`config.mk`:
```
export PLATFORM = sky130hd
export DESIGN_NAME = srsm_top
export DESIGN_NICKNAME = d
export VERILOG_FILES = /design/src/design/srsm_pkg.sv /design/src/design/srsm_sync.sv /design/src/design/srsm_timer.sv /design/src/design/srsm_top.sv
export SDC_FILE = /design/constraint.sdc
export NUM_CORES = 1
export LEC_CHECK = 0
export ABC_AREA = 1
export BUFFER_PORTS_ARGS = -buffer_cell sky130_fd_sc_hd__buf_2
export CORE_MARGIN = 4
export CORE_UTILIZATION = 55
export CTS_CLUSTER_SIZE = 14
export DETAILED_ROUTE_END_ITERATION = 12
export MAX_ROUTING_LAYER = met4
export PLACE_DENSITY = 0.76
export SYNTH_ARGS = -nofsm -noshare
export SYNTH_HDL_FRONTEND = slang
export SYNTH_SLANG_ARGS = --single-unit
export TNS_END_PERCENT = 30
```
`constraint.sdc`:
```
create_clock -name i_clk -period 1.77 [get_ports i_clk]
set_clock_uncertainty 0.05 [all_clocks]
set_input_delay 0.531 -clock i_clk [delete_from_list [all_inputs] [get_ports i_clk]]
set_output_delay 0.531 -clock i_clk [all_outputs]
set_load 0.01 [all_outputs]
```
`src/design/srsm_pkg.sv`:
```
// Purpose: shared constants and types of the safety relay state machine
// Assumes: 40 MHz system clock
// Notes: cycle counts derive from the times in ms

package srsm_pkg;

	// ==========================================================
	// clock and timing
	localparam int unsigned CLK_HZ = 40_000_000;
	localparam int unsigned CYC_PER_MS = CLK_HZ / 1000;
	localparam int unsigned SWITCH_ON_MS = 2500;
	localparam int unsigned ACTIVATE_MS = 100;
	localparam int unsigned RESPONSE_MS = 20;
	localparam int unsigned TMR_W = 27;
	localparam logic [TMR_W-1:0] SWITCH_ON_CYC = TMR_W'(SWITCH_ON_MS * CYC_PER_MS);
	localparam logic [TMR_W-1:0] ACTIVATE_CYC = TMR_W'(ACTIVATE_MS * CYC_PER_MS);
	// longest time: rounds down, exact at 40 MHz
	localparam logic [TMR_W-1:0] RESPONSE_CYC = TMR_W'(RESPONSE_MS * CYC_PER_MS);

	// ==========================================================
	// pin vector layout after synchronisation
	localparam int unsigned PIN_W = 4;
	localparam int unsigned PIN_POWER = 0;
	localparam int unsigned PIN_SAFE_A = 1;
	localparam int unsigned PIN_SAFE_B = 2;
	localparam int unsigned PIN_START = 3;

	// ==========================================================
	// reset values of the configuration
	localparam logic CFG_AUTO_RST = 1'h0;
	localparam logic CFG_INTERLOCK_RST = 1'h0;
	localparam logic CFG_SYNC_RST = 1'h0;

	// ==========================================================
	// operating states, one-hot
	typedef enum logic [4:0] {
		ST_OFF = 5'h01,
		ST_INIT = 5'h02,
		ST_RUN_DE = 5'h04,
		ST_RUN_EN = 5'h08,
		ST_ERROR = 5'h10
	} srsm_state_t;

endpackage

```
`src/design/srsm_sync.sv`:
```
// Purpose: two-flop synchroniser for asynchronous pins
// Assumes: pins are slow levels
// Notes: first stage is read by the second stage only

`timescale 1ns/1ps
`default_nettype none

module srsm_sync
(
	input wire logic i_clk,
	input wire logic i_rst,
	input wire logic [srsm_pkg::PIN_W-1:0] i_pin,
	output logic [srsm_pkg::PIN_W-1:0] o_pin
);

	logic [srsm_pkg::PIN_W-1:0] meta;

	always_ff @(posedge i_clk)
	begin
		if (i_rst)
		begin
			meta <= '0;
			o_pin <= '0;
		end
		else
		begin
			meta <= i_pin;
			o_pin <= meta;
		end
	end

endmodule

`default_nettype wire

```
`src/design/srsm_timer.sv`:
```
// Purpose: saturating delay timer, done after CYCLES cycles of run
// Assumes: i_run is a same-domain level
// Notes: dropping i_run restarts the delay from zero

`timescale 1ns/1ps
`default_nettype none

module srsm_timer
#(
	parameter logic [srsm_pkg::TMR_W-1:0] CYCLES = srsm_pkg::ACTIVATE_CYC
)
(
	input wire logic i_clk,
	input wire logic i_rst,
	input wire logic i_run,
	output logic o_done
);

	logic [srsm_pkg::TMR_W-1:0] count;
	logic [srsm_pkg::TMR_W-1:0] next_count;
	logic next_done;

	always_comb
	begin
		next_count = '0;
		if (i_run)
		begin
			next_count = (count == CYCLES) ? count : count + 1'b1;
		end
		next_done = i_run && (next_count == CYCLES);
	end

	always_ff @(posedge i_clk)
	begin
		if (i_rst)
		begin
			count <= '0;
			o_done <= 1'b0;
		end
		else
		begin
			count <= next_count;
			o_done <= next_done;
		end
	end
endmodule

`default_nettype wire

```
`src/design/srsm_top.sv`:
```
// Purpose: operating-state controller of a two-channel safety relay
// Assumes: pins asynchronous; config, self-test, fault and option inputs on i_clk
// Notes: relay coil energized only in run-energized; all else is safe state
// Behaviour
// - configuration is taken only in off/configuration and ignored elsewhere.
// - every state but run-energized keeps the outputs safe; only there may they energize.
// - applying power enters initialization, whose self-tests precede any run state.
// - initialization ends only on passed self-tests, with automatic start also the switch-on delay elapsed.
// - any detected error, also during initialization, leads to the error state.
// - run-energized needs start, active safety inputs, no interlock and met synchronisation.
// - on entering run-deenergized the current safety inputs are evaluated; start counts only when pressed in run-deenergized.
// - with start inactive the device stays in run-deenergized whatever the safety inputs do.
// - start met with safety inputs inactive keeps the device in run-deenergized.
// - in run-energized, deactivated safety inputs drop the outputs and return to run-deenergized.
// - after a trip, start and safety inputs must both be activated anew.
// - with automatic start a 2500 ms switch-on delay gates leaving initialization.
// - outputs drop within 20 ms of a safety input request.
// - outputs energize 100 ms after the energize conditions are met.
// - in safe state all relay coils are off, normally-open open, normally-closed closed.

`timescale 1ns/1ps
`default_nettype none

module srsm_top
#(
	parameter logic [srsm_pkg::TMR_W-1:0] SWITCH_ON_CYC = srsm_pkg::SWITCH_ON_CYC,
	parameter logic [srsm_pkg::TMR_W-1:0] ACTIVATE_CYC = srsm_pkg::ACTIVATE_CYC,
	parameter logic [srsm_pkg::TMR_W-1:0] RESPONSE_CYC = srsm_pkg::RESPONSE_CYC
)
(
	input wire logic i_clk,
	input wire logic i_rst,
	input wire logic i_power_ok,
	input wire logic i_safety_a,
	input wire logic i_safety_b,
	input wire logic i_start_btn,
	input wire logic i_cfg_write,
	input wire logic i_cfg_auto_start,
	input wire logic i_cfg_interlock,
	input wire logic i_cfg_sync,
	input wire logic i_selftest_done,
	input wire logic i_selftest_pass,
	input wire logic i_fault,
	input wire logic i_interlock_free,
	input wire logic i_sync_met,
	output logic o_energize,
	output logic o_safe_state,
	output srsm_pkg::srsm_state_t o_state,
	output logic o_selftest_run,
	output logic o_cfg_auto_start,
	output logic o_cfg_interlock,
	output logic o_cfg_sync,
	output logic o_cfg_reject,
	output logic o_trip
);

	// ==========================================================
	// pin synchronisation
	logic [srsm_pkg::PIN_W-1:0] pin_s;
	logic power_s;
	logic safety_act;
	logic start_s;

	srsm_sync u_sync
	(
		.i_clk(i_clk),
		.i_rst(i_rst),
		.i_pin({i_start_btn, i_safety_b, i_safety_a, i_power_ok}),
		.o_pin(pin_s)
	);

	assign power_s = pin_s[srsm_pkg::PIN_POWER];
	// both channels must be activated
	assign safety_act = pin_s[srsm_pkg::PIN_SAFE_A] && pin_s[srsm_pkg::PIN_SAFE_B];
	assign start_s = pin_s[srsm_pkg::PIN_START];

	srsm_pkg::srsm_state_t state;
	srsm_pkg::srsm_state_t next_state;

	// ==========================================================
	// configuration
	logic next_cfg_auto;
	logic next_cfg_interlock;
	logic next_cfg_sync;
	logic next_cfg_reject;

	always_comb
	begin
		next_cfg_auto = o_cfg_auto_start;
		next_cfg_interlock = o_cfg_interlock;
		next_cfg_sync = o_cfg_sync;
		next_cfg_reject = 1'b0;
		if (i_cfg_write)
		begin
			if (state == srsm_pkg::ST_OFF)
			begin
				next_cfg_auto = i_cfg_auto_start;
				next_cfg_interlock = i_cfg_interlock;
				next_cfg_sync = i_cfg_sync;
			end
			else
			begin
				next_cfg_reject = 1'b1;
			end
		end
	end

	always_ff @(posedge i_clk)
	begin
		if (i_rst)
		begin
			o_cfg_auto_start <= srsm_pkg::CFG_AUTO_RST;
			o_cfg_interlock <= srsm_pkg::CFG_INTERLOCK_RST;
			o_cfg_sync <= srsm_pkg::CFG_SYNC_RST;
			o_cfg_reject <= 1'b0;
		end
		else
		begin
			o_cfg_auto_start <= next_cfg_auto;
			o_cfg_interlock <= next_cfg_interlock;
			o_cfg_sync <= next_cfg_sync;
			o_cfg_reject <= next_cfg_reject;
		end
	end

	// ==========================================================
	// timers
	logic son_done;
	logic act_done;
	logic switch_on_ok;
	logic arm_ok;

	srsm_timer #(.CYCLES(SWITCH_ON_CYC)) u_switch_on
	(
		.i_clk(i_clk),
		.i_rst(i_rst),
		.i_run(state == srsm_pkg::ST_INIT && o_cfg_auto_start),
		.o_done(son_done)
	);

	// manual start needs no switch-on delay
	assign switch_on_ok = !o_cfg_auto_start || son_done;

	// restarts whenever any energize condition drops, so a bouncing contact
	// cannot accumulate delay
	srsm_timer #(.CYCLES(ACTIVATE_CYC)) u_activate
	(
		.i_clk(i_clk),
		.i_rst(i_rst),
		.i_run(state == srsm_pkg::ST_RUN_DE && arm_ok),
		.o_done(act_done)
	);

	// ==========================================================
	// fresh-activation tracking
	logic start_q;
	logic start_armed;
	logic safety_fresh;
	logic next_start_armed;
	logic next_safety_fresh;
	logic start_cond;

	always_comb
	begin
		next_start_armed = start_armed;
		next_safety_fresh = safety_fresh;
		// only a press seen in run-deenergized counts; a jammed button is no start
		if (state != srsm_pkg::ST_RUN_DE)
		begin
			next_start_armed = 1'b0;
		end
		else if (start_s && !start_q)
		begin
			next_start_armed = 1'b1;
		end
		if (state == srsm_pkg::ST_RUN_EN || state == srsm_pkg::ST_OFF)
		begin
			next_safety_fresh = 1'b0;
		end
		if (!safety_act || state == srsm_pkg::ST_INIT)
		begin
			next_safety_fresh = 1'b1;
		end
	end

	always_ff @(posedge i_clk)
	begin
		if (i_rst)
		begin
			start_q <= 1'b0;
			start_armed <= 1'b0;
			safety_fresh <= 1'b0;
		end
		else
		begin
			start_q <= start_s;
			start_armed <= next_start_armed;
			safety_fresh <= next_safety_fresh;
		end
	end

	assign start_cond = o_cfg_auto_start || start_armed;
	assign arm_ok = start_cond && safety_act && safety_fresh
		&& (!o_cfg_interlock || i_interlock_free)
		&& (!o_cfg_sync || i_sync_met) && !i_fault;

	// ==========================================================
	// state transitions
	logic power_up_transition;
	logic init_done_transition;
	logic energize_transition;
	logic trip_transition;
	logic fault_transition;
	logic power_down_transition;
	logic in_work;

	assign in_work = state == srsm_pkg::ST_INIT || state == srsm_pkg::ST_RUN_DE
		|| state == srsm_pkg::ST_RUN_EN;
	assign power_up_transition = state == srsm_pkg::ST_OFF && power_s;
	assign init_done_transition = state == srsm_pkg::ST_INIT && i_selftest_done
		&& i_selftest_pass && switch_on_ok;
	assign fault_transition = in_work && (i_fault || (state == srsm_pkg::ST_INIT
		&& i_selftest_done && !i_selftest_pass));
	assign energize_transition = state == srsm_pkg::ST_RUN_DE && act_done && arm_ok;
	assign trip_transition = state == srsm_pkg::ST_RUN_EN && !safety_act;
	assign power_down_transition = state != srsm_pkg::ST_OFF && !power_s;

	always_comb
	begin
		next_state = state;
		case (state)
			srsm_pkg::ST_OFF:
			begin
				if (power_up_transition)
					next_state = srsm_pkg::ST_INIT;
			end
			srsm_pkg::ST_INIT:
			begin
				if (init_done_transition)
					next_state = srsm_pkg::ST_RUN_DE;
			end
			srsm_pkg::ST_RUN_DE:
			begin
				if (energize_transition)
					next_state = srsm_pkg::ST_RUN_EN;
			end
			srsm_pkg::ST_RUN_EN:
			begin
				if (trip_transition)
					next_state = srsm_pkg::ST_RUN_DE;
			end
			srsm_pkg::ST_ERROR:
			begin
				next_state = srsm_pkg::ST_ERROR;
			end
			default:
			begin
				next_state = srsm_pkg::ST_ERROR;
			end
		endcase
		if (fault_transition)
			next_state = srsm_pkg::ST_ERROR;
		if (power_down_transition)
			next_state = srsm_pkg::ST_OFF;
	end

	// ==========================================================
	// state and outputs
	logic next_energize;

	// coil follows the next state, so a trip drops it in the same edge
	assign next_energize = next_state == srsm_pkg::ST_RUN_EN;

	always_ff @(posedge i_clk)
	begin
		if (i_rst)
		begin
			state <= srsm_pkg::ST_OFF;
			o_state <= srsm_pkg::ST_OFF;
			o_energize <= 1'b0;
			o_safe_state <= 1'b1;
			o_selftest_run <= 1'b0;
			o_trip <= 1'b0;
		end
		else
		begin
			state <= next_state;
			o_state <= next_state;
			o_energize <= next_energize;
			o_safe_state <= !next_energize;
			o_selftest_run <= next_state == srsm_pkg::ST_INIT;
			o_trip <= trip_transition;
		end
	end

	// ==========================================================
	// checks
	logic [srsm_pkg::TMR_W-1:0] resp_cnt;

	always_ff @(posedge i_clk)
	begin
		if (i_rst || !o_energize || safety_act)
			resp_cnt <= '0;
		else
			resp_cnt <= resp_cnt + 1'b1;
	end
endmodule

`default_nettype wire

```
==> results.txt <==
* Commonest register cell after synthesis: dfxtp_1
- Post-Syn Area: between 4000 and 5000 um2
- Flip-flop and latch count after synthesis: 80
* Post-synth EDFFs: 0
* Worst hold margin: between 0.3 and 0.4 ns
* Slowest library cell on the worst path: dfxtp_4
- Across all setup checks in the final design, the least slack found is -0.0699 ns.
- Antenna violations before repair: 0
- The first routing iteration left roughly 370 violations.
* Clk_lat worst skew: roughly 0.37 ns
- After synthesis, the mean cell area works out to 6.40 um2.
- Grouping stages by cell kind, the critical path spends the most delay in simple AND/OR/NAND/NOR gates.
- Of all flip-flops after synthesis, the portion carrying an async set or reset was 0.
- Crit path kind: flop to flop
* Power density relative to cell area: 562 nW/um2
- # clock sinks: 80
- Placeable core area: between 7000 and 8000 um2
* Net count after synthesis: roughly 700
- Via count of the first global-routing pass: between 4k and 5k
- The tree is rooted in a clkbuf_8.
- Most used cells in the layout excluding fill and tap cells: nand2_1 (165), nor2_1 (140), buf_4 (85)
- Number of cells traversed by the worst register-to-register path: 11
- In the final timing run, aggregate negative setup slack is -0.111 ns.
* Max Slew Vio Count: 0
- Summed over all layers, the global routing overflow is 0.
- DP HPWL: roughly 9 mm
- Die X: between 90 and 100 um
- After detailed routing, the number of remaining DRC violations is 0.
- Number of hold-slack violations in the final timing report: 0
* Port Buf Inserts: 27
- During I/O placement, the number of pins put on the boundary was 28.
* Relative slew slack: 0.716
- The die covers 9550 um2.
- Across the run, the number of max-cap violations was 0.
- Excluding fillers, the count of instances in the completed layout stands at just over 900.
- Cells along the critical path: ha_4, nand3_4, inv_4, nand2_4, buf_4, buf_4, o21ai_0, nand3_2, nor2_1, nand2_1, nor2_1
- The final reports fail on setup timing.
- The worst-case IR drop observed on VDD is slightly below 0.0005 V.
* Global-route total usage across every layer: 0.268
* Endpoint required time on the critical path: about 2.0 ns
- Entering global routing, the biggest net connects 36 pins.
- Slew at the pin with the worst max-slew slack: roughly 0.42 ns
* Final GP Congestion: about 0.92
* Fill count: between 500 and 600
* Drt via density: 5.36
- The worst setup path is captured at a flop.
- Via count of the routed design: between 4k and 5k
* Worst path bufs/invs: 3
- Final ANT Viol Nets: 0
- Peak per-stage delay on the critical path: ~0.4 ns
* Max Buffers Root-to-Sink: 2
* Row count: 32
- Relative to the synthesized area, the layout overhead comes to 32.6%.
- For this run, the share of the core covered by cells in the final layout is 0.756.
* Clock tree from TritonCTS: yes
- LEAKAGE: roughly 2.5 nW
* Length of the first detailed-routing pass in iterations: 5
- Count of H-tree levels built during CTS: 3
- For the worst setup path, the data arrival time is roughly 2.1 ns.
* Cell variety after synth: 35
- Ant. Diodes: 0
* Sequential share of the synthesized area: 0.362
* Initial standard-cell utilization of the core: 0.570
* Number of buffers added to fix hold violations after cts: 0
- Cells after Synth: 691
- The run finished, with violations left.
* TritonCTS buffer count: 9
- In this run the worst path has a maximum fanout of 3.
- The floorplan step set the die height to about 98 um.
- Final worst path period need: roughly 1.8 ns
* Routed len/inst: approximately 14 um
- The Yosys step of the flow raised 0 warnings.
- Post-CTS clock slew at the launch and capture registers of the worst setup and hold paths: 0.10 ns
- The worst hold path passes through 3 cells.
- In the final layout, the share of cells above drive strength 1 is 0.326.
- Hold crit path type: primary input to flop
- Total Routed Length: about 13 mm
- Final period utilization: 1.04
* Number of cells after detailed placement: about 880
- Static timing analysis puts the maximum clock frequency at 544 MHz.
* Global-route wire length before repair: 20.6 mm
- Setup repair after global routing missed its margin: yes
- Leading cell type in the layout, fill and taps excluded: nand2_1
* Final Net Count: slightly above 800
* Kind of start point of the critical path: flop
- The critical path crosses 11 cells after its start point.
- # setup viols final: 2
synth_stat cells (all sizes together) (2+ instances only):
master | count | area share
a21oi | 16 | 0.018
a31oi | 2 | 0.0028
and2 | 2 | 0.0028
buf | 2 | 0.0037
clkbuf | 8 | 0.0068
dfxtp | 80 | 0.36
ha | 4 | 0.011
inv | 86 | 0.073
nand2 | 186 | 0.17
nand3 | 52 | 0.066
nand3b | 2 | 0.0034
nand4 | 16 | 0.023
nor2 | 178 | 0.17
nor3 | 21 | 0.027
nor4 | 3 | 0.0042
o2111ai | 2 | 0.0040
o21ai | 8 | 0.0090
o21bai | 2 | 0.0042
or2 | 3 | 0.0042
xnor2 | 7 | 0.014
xor2 | 8 | 0.016
registers in the layout, summed over array words and instances, names as in the netlist, 4 cells and up:
register,count
u_sync.o_pin,4
u_switch_on.count,27
u_activate.count,27
state,5
u_sync.meta,4
layer usage:
| layer | vias up | part of all wire | GRT usage |
|---|---|---|---|
| met5 | - | 0 | - |
| met4 | 0 | 0.024 | 0.0895 |
| met3 | 31 | 0.070 | 0.0359 |
| met2 | 201 | 0.48 | 0.440 |
| met1 | 2276 | 0.42 | 0.340 |
| li1 | 2406 | - | - |
stage by stage:
| step | power, mW | area (um2) | setup WS, ns |
|---|---|---|---|
| 2_1_floorplan | 1.93 | 4430 | 0.105 |
| 3_3_place_gp | 1.98 | 5190 | -0.102 |
| 3_5_place_dp | 1.99 | 5190 | -0.137 |
| 4_1_cts | 3.30 | 5510 | -0.0727 |
| 5_1_grt | 3.41 | 5870 | -0.241 |
| 6_report | 3.30 | 5870 | -0.0699 |
path summary, 6_finish.rpt:
check,startpoint,endpoint,slack (ns)
min,i_power_ok,u_sync.meta[0],0.31
max reg2reg,u_activate.count[0],u_activate.o_done,-0.07
max,u_activate.count[0],u_activate.o_done,-0.07
min reg2reg,u_sync.meta[2],u_sync.o_pin[2],0.36
report_power, final:
part / switching [mW] / internal, mW / leakage, nW / total (mW)
clock network: 0.800 / 0.556 / 0.101 / 1.36
registers: 0.00909 / 1.81 / 0.663 / 1.82
logic: 0.0779 / 0.0465 / 1.74 / 0.124
total: 0.887 / 2.41 / 2.50 / 3.30
cell type report:
class	count	area, um2	area share
clock buffers	9	124	0.0211
clock inverters	7	68.8	0.0117
inverters	87	332	0.0565
multi-input cells	514	2710	0.462
flip-flops and latches	80	1650	0.281
well taps	102	128	0.0217
repair buffers	117	856	0.146
tightest hold or removal path, stage by stage:
cell and delay, ns:
buf_2 0.10, inv_1 0.04, nor2_1 0.03
logic make-up after synthesis:
group,after synthesis,synth area share
simple gates,463,0.471
buf+inv,97,0.0843
flops,80,0.362
compound gates,32,0.0416
xor+xnor,15,0.0297
fa+ha+maj,4,0.0113
timing repair:
item	in CTS	in global routing
pin swaps	9	32
buffers inserted	9	9
endpoints found under the setup margin	3	22
resized for setup	15	93
(Power assumes the default switching activity.)
